[src/hw/rxd_pkg.sv]
// constants for the receive decoder crc and status block
package rxd_pkg;
  // register offsets (word index equals printed offset on the plain port)
  localparam logic [7:0] OFF_RESULT = 8'h13;
  localparam logic [7:0] OFF_CRC_CFG = 8'h12;
  localparam logic [7:0] OFF_RX_CTRL = 8'h40;
  // crc config field positions
  localparam int CFG_ENABLE_BIT = 0;
  localparam int CFG_INVERT_BIT = 1;
  localparam int CFG_WIDTH_BIT = 2;
  localparam int CFG_SEL_LSB = 3;
  localparam int CFG_ALIGN_LSB = 8;
  localparam int CFG_PRESET_LSB = 16;
  // rx control field positions
  localparam int CTL_MULTI_BIT = 0;
  localparam int CTL_INVPAR_BIT = 1;
  localparam int CTL_PARITY_BIT = 2;
  localparam int CTL_ODDPAR_BIT = 3;
  // result field positions
  localparam int RES_BYTES_LSB = 0;
  localparam int RES_FRAMES_LSB = 9;
  localparam int RES_LASTBITS_LSB = 13;
  localparam int RES_INTEG_BIT = 16;
  localparam int RES_FRAMING_BIT = 17;
  localparam int RES_COLL_BIT = 18;
  localparam int RES_COLLPOS_LSB = 19;
  // reset values
  localparam logic [31:0] CFG_RESET = 32'h0000_0000;
  localparam logic [31:0] CTL_RESET = 32'h0000_0000;
  // crc seeds, residues and polynomials
  localparam logic [15:0] SEED_0 = 16'h0000;
  localparam logic [15:0] SEED_1 = 16'h6363;
  localparam logic [15:0] SEED_2 = 16'ha671;
  localparam logic [15:0] SEED_3 = 16'hffff;
  localparam logic [15:0] SEED_4 = 16'h0012;
  localparam logic [15:0] SEED_5 = 16'he012;
  localparam logic [15:0] RESIDUE_INV = 16'hf0b8;
  localparam logic [15:0] RESIDUE_PLAIN = 16'h0000;
  localparam logic [15:0] POLY16 = 16'h8408;
  localparam logic [4:0] POLY5 = 5'h14;
  // protocol detector results
  typedef enum logic [1:0] {
    RXD_PROT_A = 2'b00,
    RXD_PROT_B = 2'b01,
    RXD_PROT_JIS = 2'b10,
    RXD_PROT_15693 = 2'b11
  } rxd_prot_t;
endpackage

[src/hw/rxd_crc.sv]
// serial lsb-first crc engine, 16 or 5 bit
`timescale 1ns/1ps
`default_nettype none
module rxd_crc (
  input wire logic mclk_i,
  input wire logic rst_b_i,
  input wire logic seed_i,
  input wire logic [15:0] seed_val_i,
  input wire logic width5_i,
  input wire logic bit_vld_i,
  input wire logic bit_i,
  output logic [15:0] crc_o
);
  logic [15:0] crc_r;
  logic [15:0] crc_nxt;
  logic fb;

  always_comb begin
    fb = crc_r[0] ^ bit_i;
    crc_nxt = crc_r;
    if (width5_i) begin
      crc_nxt = {11'h000, 1'b0, crc_r[4:1]};
      if (fb) begin
        crc_nxt[4:0] = crc_nxt[4:0] ^ rxd_pkg::POLY5;
      end
    end else begin
      crc_nxt = {1'b0, crc_r[15:1]};
      if (fb) begin
        crc_nxt = crc_nxt ^ rxd_pkg::POLY16;
      end
    end
  end

  always_ff @(posedge mclk_i) begin
    if (!rst_b_i) begin
      crc_r <= 16'h0000;
    end else if (seed_i) begin
      crc_r <= width5_i ? {8'h00, seed_val_i[7:0]} : seed_val_i;
    end else if (bit_vld_i) begin
      crc_r <= crc_nxt;
    end
  end

  assign crc_o = crc_r;
endmodule
`default_nettype wire

[src/hw/rxd_top.sv]
// receive decoder: crc check, collision and result status word
//
// Design decision made here: the strobed register port.
`timescale 1ns/1ps
`default_nettype none
module rxd_top #(
  parameter int BYTE_CNT_W = 9,
  parameter int FRAME_CNT_W = 4
) (
  input wire logic mclk_i,
  input wire logic rst_b_i,
  input wire logic [7:0] addr_i,
  input wire logic [31:0] wdata_i,
  input wire logic wr_i,
  input wire logic rd_i,
  output logic [31:0] rdata_o,
  input wire logic rx_enable_i,
  input wire logic frame_start_i,
  input wire logic bit_vld_i,
  input wire logic bit_i,
  input wire logic parity_vld_i,
  input wire logic parity_i,
  input wire logic coll_i,
  input wire logic coll_mode_ok_i,
  input wire logic frame_fault_i,
  input wire logic frame_end_i,
  input wire logic detect_vld_i,
  input wire rxd_pkg::rxd_prot_t detect_prot_i,
  input wire logic detect_fast_i,
  output logic receive_done_event_o,
  output logic collision_index_valid_o,
  output logic [7:0] rx_byte_o,
  output logic rx_byte_vld_o
);
  logic [31:0] cfg_r;
  logic [31:0] ctl_r;
  logic [31:0] rdata_r;
  logic [BYTE_CNT_W-1:0] byte_cnt_r;
  logic [FRAME_CNT_W-1:0] frame_cnt_r;
  logic [FRAME_CNT_W-1:0] frames_seen_r;
  logic [2:0] bit_pos_r;
  logic [2:0] last_bits_r;
  logic [6:0] data_bits_r;
  logic [6:0] first_collision_index_r;
  logic coll_flag_r;
  logic coll_seen_r;
  logic framing_r;
  logic integ_r;
  logic active_r;
  logic done_r;
  logic valid_r;
  logic [7:0] shift_r;
  logic [7:0] byte_r;
  logic byte_vld_r;
  logic par_acc_r;
  logic [15:0] seed_val;
  logic [15:0] crc_val;
  logic [15:0] residue;
  logic crc_bad;
  logic par_bad;
  logic take_bit;
  logic [2:0] align;
  logic [31:0] result;

  assign align = cfg_r[rxd_pkg::CFG_ALIGN_LSB +: 3];
  assign take_bit = active_r && bit_vld_i && !framing_r;

  always_comb begin
    case (cfg_r[rxd_pkg::CFG_SEL_LSB +: 3])
      3'h0: seed_val = rxd_pkg::SEED_0;
      3'h1: seed_val = rxd_pkg::SEED_1;
      3'h2: seed_val = rxd_pkg::SEED_2;
      3'h3: seed_val = rxd_pkg::SEED_3;
      3'h4: seed_val = rxd_pkg::SEED_4;
      3'h5: seed_val = rxd_pkg::SEED_5;
      3'h7: seed_val = cfg_r[rxd_pkg::CFG_PRESET_LSB +: 16];
      default: seed_val = rxd_pkg::SEED_0;
    endcase
  end

  rxd_crc u_crc (
    .mclk_i(mclk_i),
    .rst_b_i(rst_b_i),
    .seed_i(frame_start_i),
    .seed_val_i(seed_val),
    .width5_i(cfg_r[rxd_pkg::CFG_WIDTH_BIT]),
    .bit_vld_i(take_bit),
    .bit_i(bit_i),
    .crc_o(crc_val)
  );

  assign residue = cfg_r[rxd_pkg::CFG_INVERT_BIT] ? rxd_pkg::RESIDUE_INV : rxd_pkg::RESIDUE_PLAIN;
  assign crc_bad = cfg_r[rxd_pkg::CFG_ENABLE_BIT] && (crc_val != residue);
  // inverted parity as end criterion never flags
  assign par_bad = parity_vld_i && ctl_r[rxd_pkg::CTL_PARITY_BIT]
    && !ctl_r[rxd_pkg::CTL_INVPAR_BIT]
    && ((par_acc_r ^ parity_i) != ctl_r[rxd_pkg::CTL_ODDPAR_BIT]);

  // software config and detector writes; detector wins same-cycle
  always_ff @(posedge mclk_i) begin
    if (!rst_b_i) begin
      cfg_r <= rxd_pkg::CFG_RESET;
    end else if (detect_vld_i) begin
      case (detect_prot_i)
        rxd_pkg::RXD_PROT_B: begin
          cfg_r[rxd_pkg::CFG_INVERT_BIT] <= 1'b1;
          cfg_r[rxd_pkg::CFG_ENABLE_BIT] <= 1'b1;
          cfg_r[rxd_pkg::CFG_SEL_LSB +: 3] <= 3'h3;
        end
        rxd_pkg::RXD_PROT_A: begin
          cfg_r[rxd_pkg::CFG_INVERT_BIT] <= 1'b0;
          cfg_r[rxd_pkg::CFG_SEL_LSB +: 3] <= 3'h1;
        end
        rxd_pkg::RXD_PROT_JIS: begin
          cfg_r[rxd_pkg::CFG_INVERT_BIT] <= 1'b0;
          cfg_r[rxd_pkg::CFG_SEL_LSB +: 3] <= 3'h0;
          if (detect_fast_i) begin
            cfg_r[rxd_pkg::CFG_ENABLE_BIT] <= 1'b1;
          end
        end
        default: begin
          cfg_r <= cfg_r;
        end
      endcase
    end else if (wr_i && addr_i == rxd_pkg::OFF_CRC_CFG) begin
      cfg_r <= wdata_i;
    end
  end

  always_ff @(posedge mclk_i) begin
    if (!rst_b_i) begin
      ctl_r <= rxd_pkg::CTL_RESET;
    end else if (wr_i && addr_i == rxd_pkg::OFF_RX_CTRL) begin
      ctl_r <= {28'h0000000, wdata_i[3:0]};
    end
  end

  // frame activity
  always_ff @(posedge mclk_i) begin
    if (!rst_b_i) begin
      active_r <= 1'b0;
      done_r <= 1'b0;
    end else begin
      done_r <= active_r && frame_end_i;
      if (frame_start_i && rx_enable_i) begin
        active_r <= 1'b1;
      end else if (frame_end_i) begin
        active_r <= 1'b0;
      end
    end
  end

  // bit assembly with first-bit alignment
  always_ff @(posedge mclk_i) begin
    if (!rst_b_i) begin
      bit_pos_r <= 3'h0;
      shift_r <= 8'h00;
      byte_r <= 8'h00;
      byte_vld_r <= 1'b0;
      par_acc_r <= 1'b0;
      data_bits_r <= 7'h00;
    end else begin
      byte_vld_r <= 1'b0;
      if (frame_start_i) begin
        bit_pos_r <= align;
        shift_r <= 8'h00;
        par_acc_r <= 1'b0;
        data_bits_r <= 7'h00;
      end else if (take_bit) begin
        shift_r[bit_pos_r] <= bit_i;
        par_acc_r <= par_acc_r ^ bit_i;
        data_bits_r <= data_bits_r + 7'h01;
        bit_pos_r <= bit_pos_r + 3'h1;
        if (bit_pos_r == 3'h7) begin
          byte_r <= {bit_i, shift_r[6:0]};
          byte_vld_r <= 1'b1;
          shift_r <= 8'h00;
        end
      end else if (parity_vld_i) begin
        par_acc_r <= 1'b0;
      end
    end
  end

  // byte count and last bits
  always_ff @(posedge mclk_i) begin
    if (!rst_b_i) begin
      byte_cnt_r <= '0;
      last_bits_r <= 3'h0;
    end else if (frame_start_i && rx_enable_i) begin
      byte_cnt_r <= '0;
      last_bits_r <= 3'h0;
    end else if (take_bit && bit_pos_r == 3'h7) begin
      byte_cnt_r <= byte_cnt_r + BYTE_CNT_W'(1);
    end else if (active_r && frame_end_i && bit_pos_r != 3'h0) begin
      last_bits_r <= bit_pos_r;
      byte_cnt_r <= byte_cnt_r + BYTE_CNT_W'(1);
    end
  end

  // frame count
  always_ff @(posedge mclk_i) begin
    if (!rst_b_i) begin
      frames_seen_r <= '0;
      frame_cnt_r <= '0;
    end else begin
      if (rx_enable_i && !active_r && frame_start_i && !ctl_r[rxd_pkg::CTL_MULTI_BIT]) begin
        frames_seen_r <= '0;
      end else if (active_r && frame_end_i) begin
        frames_seen_r <= frames_seen_r + FRAME_CNT_W'(1);
      end
      if (done_r) begin
        frame_cnt_r <= frames_seen_r;
      end
    end
  end

  // collision tracking
  always_ff @(posedge mclk_i) begin
    if (!rst_b_i) begin
      coll_flag_r <= 1'b0;
      coll_seen_r <= 1'b0;
      first_collision_index_r <= 7'h00;
      valid_r <= 1'b0;
    end else if (frame_start_i && rx_enable_i) begin
      // same-cycle collision still sets the flag
      coll_flag_r <= active_r && coll_i;
      coll_seen_r <= 1'b0;
      first_collision_index_r <= 7'h00;
      valid_r <= 1'b0;
    end else if (active_r && coll_i && !coll_seen_r) begin
      coll_flag_r <= 1'b1;
      coll_seen_r <= 1'b1;
      first_collision_index_r <= data_bits_r + {4'h0, align};
      valid_r <= coll_mode_ok_i;
    end
  end

  // fault flags: set beats clear
  always_ff @(posedge mclk_i) begin
    if (!rst_b_i) begin
      framing_r <= 1'b0;
      integ_r <= 1'b0;
    end else begin
      if (active_r && frame_fault_i) begin
        framing_r <= 1'b1;
      end else if (frame_start_i && rx_enable_i) begin
        framing_r <= 1'b0;
      end
      if (active_r && (par_bad || (frame_end_i && crc_bad))) begin
        integ_r <= 1'b1;
      end else if (frame_start_i && rx_enable_i) begin
        integ_r <= 1'b0;
      end
    end
  end

  always_comb begin
    result = 32'h0000_0000;
    result[rxd_pkg::RES_BYTES_LSB +: 9] = byte_cnt_r[8:0];
    result[rxd_pkg::RES_FRAMES_LSB +: 4] = frame_cnt_r[3:0];
    result[rxd_pkg::RES_LASTBITS_LSB +: 3] = last_bits_r;
    result[rxd_pkg::RES_INTEG_BIT] = integ_r;
    result[rxd_pkg::RES_FRAMING_BIT] = framing_r;
    result[rxd_pkg::RES_COLL_BIT] = coll_flag_r;
    result[rxd_pkg::RES_COLLPOS_LSB +: 7] = first_collision_index_r;
  end

  always_ff @(posedge mclk_i) begin
    if (!rst_b_i) begin
      rdata_r <= 32'h0000_0000;
    end else if (rd_i) begin
      if (addr_i == rxd_pkg::OFF_RESULT) begin
        rdata_r <= result;
      end else if (addr_i == rxd_pkg::OFF_CRC_CFG) begin
        rdata_r <= cfg_r;
      end else if (addr_i == rxd_pkg::OFF_RX_CTRL) begin
        rdata_r <= ctl_r;
      end else begin
        rdata_r <= 32'h0000_0000;
      end
    end else begin
      rdata_r <= 32'h0000_0000;
    end
  end

  assign rdata_o = rdata_r;
  assign receive_done_event_o = done_r;
  assign collision_index_valid_o = valid_r;
  assign rx_byte_o = byte_r;
  assign rx_byte_vld_o = byte_vld_r;

  a_framing_stops: assert property (@(posedge mclk_i) disable iff (!rst_b_i)
    framing_r && !frame_start_i |=> !byte_vld_r)
    else $error("byte accepted after framing fault");
  a_coll_sets_flag: assert property (@(posedge mclk_i) disable iff (!rst_b_i)
    active_r && coll_i && !frame_start_i |=> coll_flag_r)
    else $error("collision flag not set");
  a_coll_index: assert property (@(posedge mclk_i) disable iff (!rst_b_i)
    active_r && coll_i && !coll_seen_r && !frame_start_i
    |=> first_collision_index_r == $past(data_bits_r) + {4'h0, $past(align)})
    else $error("collision index wrong");
  a_flags_cleared: assert property (@(posedge mclk_i) disable iff (!rst_b_i)
    frame_start_i && rx_enable_i && !(active_r && (frame_fault_i || par_bad)) |=> !framing_r)
    else $error("framing flag not cleared at start");
  a_crc_fault: assert property (@(posedge mclk_i) disable iff (!rst_b_i)
    active_r && frame_end_i && crc_bad |=> integ_r)
    else $error("crc mismatch not flagged");
  a_invpar_quiet: assert property (@(posedge mclk_i) disable iff (!rst_b_i)
    ctl_r[rxd_pkg::CTL_INVPAR_BIT] && !integ_r && !frame_end_i |=> !integ_r)
    else $error("parity flagged with inverted parity stop");
  a_typeb_detect: assert property (@(posedge mclk_i) disable iff (!rst_b_i)
    detect_vld_i && detect_prot_i == rxd_pkg::RXD_PROT_B
    |=> cfg_r[rxd_pkg::CFG_ENABLE_BIT] && cfg_r[rxd_pkg::CFG_INVERT_BIT])
    else $error("type b detect did not set crc bits");
  a_typea_detect: assert property (@(posedge mclk_i) disable iff (!rst_b_i)
    detect_vld_i && detect_prot_i == rxd_pkg::RXD_PROT_A |=> !cfg_r[rxd_pkg::CFG_INVERT_BIT])
    else $error("type a detect did not clear invert");
  a_frame_count: assert property (@(posedge mclk_i) disable iff (!rst_b_i)
    done_r |=> frame_cnt_r == $past(frames_seen_r))
    else $error("frame count not updated");
  a_reserved_zero: assert property (@(posedge mclk_i) disable iff (!rst_b_i)
    $past(rd_i) && $past(addr_i) == rxd_pkg::OFF_RESULT |-> rdata_r[31:26] == 6'h00)
    else $error("reserved status bits nonzero");
  c_collision: cover property (@(posedge mclk_i) active_r && coll_i ##1 coll_flag_r);
  c_crc_error: cover property (@(posedge mclk_i) active_r && frame_end_i && crc_bad);
  c_framing: cover property (@(posedge mclk_i) framing_r ##[1:20] done_r);
  c_parity_fault: cover property (@(posedge mclk_i) active_r && par_bad);
endmodule
`default_nettype wire

[config.mk]
export PLATFORM = sky130hd
export DESIGN_NAME = rxd_top
export DESIGN_NICKNAME = d
export VERILOG_FILES = /design/src/hw/rxd_pkg.sv /design/src/hw/rxd_crc.sv /design/src/hw/rxd_top.sv
export SDC_FILE = /design/constraint.sdc
export NUM_CORES = 1
export LEC_CHECK = 0
export BUFFER_PORTS_ARGS = -buffer_cell sky130_fd_sc_hd__buf_2
export CAP_MARGIN = 5
export CORE_AREA = 2 2 135 137
export DETAILED_ROUTE_END_ITERATION = 8
export DIE_AREA = 0 0 137 139
export PLACE_DENSITY = 0.62
export SLEW_MARGIN = 0
export SYNTH_ARGS = -nofsm -noshare
export SYNTH_HDL_FRONTEND = slang
export SYNTH_SLANG_ARGS = --single-unit
export TNS_END_PERCENT = 100
[constraint.sdc]
create_clock -name mclk_i -period 3.6 [get_ports mclk_i]
set_clock_uncertainty 0.1 [all_clocks]
set_input_delay 0.54 -clock mclk_i [delete_from_list [all_inputs] [get_ports mclk_i]]
set_output_delay 0.54 -clock mclk_i [all_outputs]
set_load 0.02 [all_outputs]
# Word level (Yosys, flattened, before mapping)
# Index checks and enable logic that the tools add are counted.
[classes]
n_addsub = 5
n_lt_le_gt_ge = 2
n_eq_ne = 18
muxes = 35
n_bitwise = 11
n_reduce_logical = 50
[op_table]
columns = ["operator", "count"]
rows = [
  ["$mux 16", 6],
  ["$pmux 16 s6", 1],
  ["$mux 32", 1],
  ["$mux 26", 1],
  ["$logic_and 1x1->1", 21],
  ["$mux 9", 2],
  ["$eq 8x5->1 const B", 2],
  ["$ne 16x16->1", 1],
  ["$reduce_bool 2->1", 8],
  ["$eq 3x3->1 const B", 4],
  ["$mux 1", 12],
  ["$mux 6", 2],
  ["$reduce_and 2->1", 5],
  ["$add 9x1->9 const B", 1],
  ["$pmux 3 s3", 1],
  ["$bwmux 8", 1],
  ["$eq 8x7->1 const B", 1],
  ["$mux 8", 1],
  ["$reduce_or 2->1", 4],
  ["$add 7x1->7 const B", 1],
  ["$add 7x3->7", 1],
  ["$eq 3x2->1 const B", 2],
  ["$mux 3", 2],
  ["$not 1->1", 6],
  ["other kinds (25)", 34],
]
[totals]
ff_bits = 146
inputBits = 58
output_inout_bits = 43
elab_cells = 147

# Longest topological paths before layout
[logic_depth]
ltp_word = 7
mapped_depth = 8

# Hierarchy
# A second synthesis with hierarchy kept.
[unflattened]
hier_cells = 720
area_unflattened_um2 = 6372.4
[modules_own_cells]
columns = ["mod", "n_inst", "cells_each", "area_each_um2"]
rows = [
  ["rxd_top", 1, 613, 5457.7],
  ["rxd_crc", 1, 107, 914.6],
]

# Least setup slack after synthesis
# No wires, ideal clock.
[synth_path]
kind = "input-to-reg"
startpoint = "input addr_i[3]"
endpoint = "register rdata_r[12], in the netlist rdata_o[12]"
setup_time_ns = 0.059
arrival_ns = 1.910
path_slack_ns = 1.532
stages = 4
n_path_buf = 1
path_cell_list = "or4_4 -> nor4_4 -> buf_6 -> a22o_1"
[synth_between]
elab_chain_cells = 3
[synth_rtl]
columns = ["item", "line_no", "source"]
rows = [
  ["start: declaration", "rxd_top.sv:12", "input wire logic [7:0] addr_i,"],
  ["$eq 8x5->1", "rxd_top.sv:275", "end else if (addr_i == rxd_pkg::OFF_CRC_CFG) begin"],
  ["$mux 32", "rxd_top.sv:275", ""],
  ["$mux 26 *", "rxd_top.sv:273", "if (addr_i == rxd_pkg::OFF_RESULT) begin"],
  ["end signal: assignment", "rxd_top.sv:274", "rdata_r <= result;"],
  ["end signal: assignment", "rxd_top.sv:276", "rdata_r <= cfg_r;"],
  ["end signal: assignment", "rxd_top.sv:278", "rdata_r <= ctl_r;"],
  ["end: declaration", "rxd_top.sv:37", "logic [31:0] rdata_r;"],
]
# Every way passes the cells marked *; elsewhere a longest branch is shown, timed or not.
# A chain may end at the register's enable or synchronous reset.

# Final worst setup path
[layout_path]
startpoint = "register bit_pos_r[0]"
endpoint = "register byte_cnt_r[3]"
[layout_between]
elab_chain_cells = 3
[layout_rtl]
columns = ["item", "line_no", "source"]
rows = [
  ["start: declaration", "rxd_top.sv:41", "logic [2:0] bit_pos_r;"],
  ["start signal: assignment", "rxd_top.sv:165", "bit_pos_r <= align;"],
  ["start signal: assignment", "rxd_top.sv:173", "bit_pos_r <= bit_pos_r + 3'h1;"],
  ["$eq 3x3->1 or $reduce_bool 3->1 (tied branches)", "rxd_top.sv:193, rxd_top.sv:195", ""],
  ["$logic_and 1x1->1, on equally long branches", "rxd_top.sv:193, rxd_top.sv:195", ""],
  ["$mux 9 or $reduce_bool 2->1 (tied branches)", "--", ""],
  ["end signal: assignment", "rxd_top.sv:194", "byte_cnt_r <= byte_cnt_r + BYTE_CNT_W'(1);"],
  ["end signal: assignment", "rxd_top.sv:197", "byte_cnt_r <= byte_cnt_r + BYTE_CNT_W'(1);"],
  ["end: declaration", "rxd_top.sv:38", "logic [BYTE_CNT_W-1:0] byte_cnt_r;"],
]
# Parallel ways exist; a longest one is shown, timed or not.

==> flow_metrics.env <==
export IMPL_crit_family="adder cells"
export IMPL_antenna_cells=0
export IMPL_post_synth_inst_count=708
export IMPL_dr_first_iter_drc_count=389
export IMPL_synth_top_cell_area_share=0.482
export IMPL_peak_vdd_ir_mv=0.381
export IMPL_yosys_area_top_type="dfxtp_1"
export IMPL_grt_setup_unrepaired="false"
export IMPL_die_height_um=139
export IMPL_cts_sinks=145
export IMPL_via_count=5229
export IMPL_leakage_nw=2.86
export IMPL_rows=49
export IMPL_drcViolationCount=0
export IMPL_critPathKind="flop to flop"
export IMPL_cp_common_cell="ha_1"
export IMPL_ys_top_cells_by_count="145 x dfxtp_1, 108 x nand2_1, 82 x a21oi_1, 73 x nor2_1, 30 x clkbuf_1"
export IMPL_setup_violations=0
export IMPL_clk_path_buf_depth=2
export IMPL_worstSetupStartpointType="flop"
export IMPL_crit_arrival_ns=2.43
export IMPL_stdcell_area_um2=7310
export IMPL_design_final_nets=863
export IMPL_register_bit_total_from_synthesis=145
export IMPL_globalRouteMet2Util=0.257
export IMPL_hold_viol_final=0
export IMPL_synth_area_top_cells="dfxtp_1 48%, a21oi_1 6.8%, nand2_1 6.7%, nor2_1 4.5%, a22o_1 3.2%"
export IMPL_timing_fmax_mhz=443
export IMPL_cpMaxStageDelayCell="ha_1"
export IMPL_clk_insertion_delay_late_ns=0.42
export IMPL_grt_pass1_wl_mm=25.4
export IMPL_synth_edff_count=0
export IMPL_crit_fanout=18
export IMPL_synth_flop_cell="dfxtp_1"
export IMPL_initial_antenna_violation_count=0
export IMPL_post_route_period_util=0.627
export IMPL_post_place_cells=1004
export IMPL_netlist_cell_types=51
export IMPL_global_route_peak_usage_layer="met2"
export IMPL_cts_htree_levels=4
export IMPL_cts_tree="done"
export IMPL_route_detailed_wl_per_inst_um=15.3
export IMPL_viasPerCell=5.05
export IMPL_layout_drive_gt1_share=0.187
export IMPL_path_buf_inv=0
export IMPL_first_global_vias=4957
export IMPL_max_slew_worst_pin_slew_ns=0.845
export IMPL_globalplace_congestion=0.812
export IMPL_synth_sequential_area_ratio=0.482
export IMPL_pwr_density_cell_nw_per_um2=504
export IMPL_finalWorstPathRequiredPeriod_ns=2.26
export IMPL_route_antenna_remaining_nets=0
export IMPL_numPortBuffers=100
export IMPL_outcome="complete, no violations"
export IMPL_critPathRequiredTime_ns=3.77
export IMPL_synth_most_common_cell="dfxtp_1"
export IMPL_worst_setup_path_end_kind="flop"
export IMPL_grt_util_all_layers=0.170
export IMPL_drt_wl_total_mm=15.9
export IMPL_placeable_core_area_um2=17700
export IMPL_post_dp_cell_area_um2=6680
export IMPL_critPathMaxStageDelay_ns=0.54
export IMPL_min_delay_path_depth=3
export IMPL_syn_num_nets=777
export IMPL_die_area_um2=19000
export IMPL_number_of_cts_inserted_buffers=17
export IMPL_layout_area_overhead_vs_synth_pct=21.3
export IMPL_netlist_area_um2=6030
export IMPL_boundaryPins=101
export IMPL_grt_ovfl_total=0
export IMPL_met1_usage=0.233
export IMPL_final_layout_setup_total_negative_slack_ns=0
export IMPL_clk_transition_reported_paths_ns=0.06
export IMPL_crit_chain="ha_1, ha_1, o2bb2ai_2, nand4_1, xnor2_1, nor2_1"
export IMPL_max_slew_margin_rel=0.435
export IMPL_drtPass1Iterations=5
export IMPL_cts_post_setup_buffers_inserted=0
export IMPL_initial_core_util=0.341
export IMPL_async_reset_ff_frac=0
export IMPL_cts_resized_gates=0
export IMPL_hp_class="input port to flop"
export IMPL_grt_max_degree=37
export IMPL_met3_usage=0.0468
export IMPL_maxSlewViolCount=0
export IMPL_average_cell_area_after_synthesis_um2=8.51
export IMPL_place_detailed_hpwl_mm=10.9
export IMPL_clock_tree_root_cell="clkbuf_16"
export IMPL_yosysWarnings=0
export IMPL_max_cap_violations=0
export IMPL_critical_path_cell_count=6
export IMPL_worst_r2r_path_cells=6
export IMPL_instances_no_fill=1036
export IMPL_floorplan_die_width_um=137
export IMPL_hold_buffers=0
[stage by stage]
stage	hold WS [ns]	setup slack (ns)	util	power (mW)
finish	0.258	1.34	0.414	3.68
global route	0.242	1.11	0.414	3.81
CTS	0.244	1.35	0.414	3.72
detailed placement	0.347	1.16	0.378	1.85
global placement	0.345	1.18	0.378	1.85
floorplan	0.332	1.53	-	1.78
[logic make-up (layout without fill, tap and decap cells)]
kind of cell	Yosys count	count (layout)	synth area share
and+or+nand+nor	278	278	0.211
AOI/OAI and AO/OA	171	171	0.176
DFF	145	145	0.482
buffers and inverters	63	162	0.0461
xor gates and xnor gates	27	27	0.0392
muxes	13	13	0.0216
adders and majority gates	11	11	0.0241
[where the power goes]
group / switching [mW] / internal (mW) / leakage, nW
sequential: 0.0221 / 1.62 / 1.17
clock: 0.688 / 1.18 / 0.296
combinational: 0.104 / 0.0673 / 1.39
[registers in the layout, summed over array words and instances (netlist names), 3 cells and up]
name / cells
bit_pos_r: 3
first_collision_index_r: 7
rx_byte_o: 8
ctl_r: 4
byte_cnt_r: 9
frame_cnt_r: 4
u_crc.crc_o: 16
last_bits_r: 3
cfg_r: 32
frames_seen_r: 4
rdata_o: 32
data_bits_r: 7
shift_r: 7
[cell usage in the layout (no fill, tap or decap), drive strengths merged, types with 13 or more instances in the layout]
cell,count
buf,109
clkbuf,19
nand3,25
mux2i,13
nand2,108
xor2,14
dfxtp,145
inv,23
o21ai,28
nor2,75
nor3,15
a21oi,82
a22o,22
xnor2,13
[path summary, 6_finish.rpt]
| check | startpoint | end | slack [ns] |
|---|---|---|---|
| worst max-delay path | bit_pos_r[0] | byte_cnt_r[3] | 1.34 |
| worst min-delay path | wdata_i[13] | cfg_r[13] | 0.26 |
| worst max register to register | bit_pos_r[0] | byte_cnt_r[3] | 1.34 |
| worst min register to register | rx_byte_o[0] | rx_byte_o[0] | 0.35 |
[worst reg2reg max path, stage by stage, from the launching register on]
cell and delay, ns:
dfxtp_1 0.52, ha_1 0.21, ha_1 0.54, o2bb2ai_2 0.33, nand4_1 0.18, xnor2_1 0.18, nor2_1 0.05
[routing by layer]
layer  up-vias  share of wire
li1       2626              -
met1      2437           0.48
met2       146           0.44
met3        20          0.063
met4         0          0.016
met5         -              0
[area by class of cell]
type | instances | area [µm²]
Multi-Input combinational cell | 500 | 2850
Fill cell | 1794 | 10300
Clock inverter | 13 | 183
Sequential cell | 145 | 2900
Clock buffer | 19 | 443
Inverter | 21 | 78.8
Tap cell | 229 | 287
Timing Repair Buffer | 109 | 568
Power figures use the tool's default switching activity.
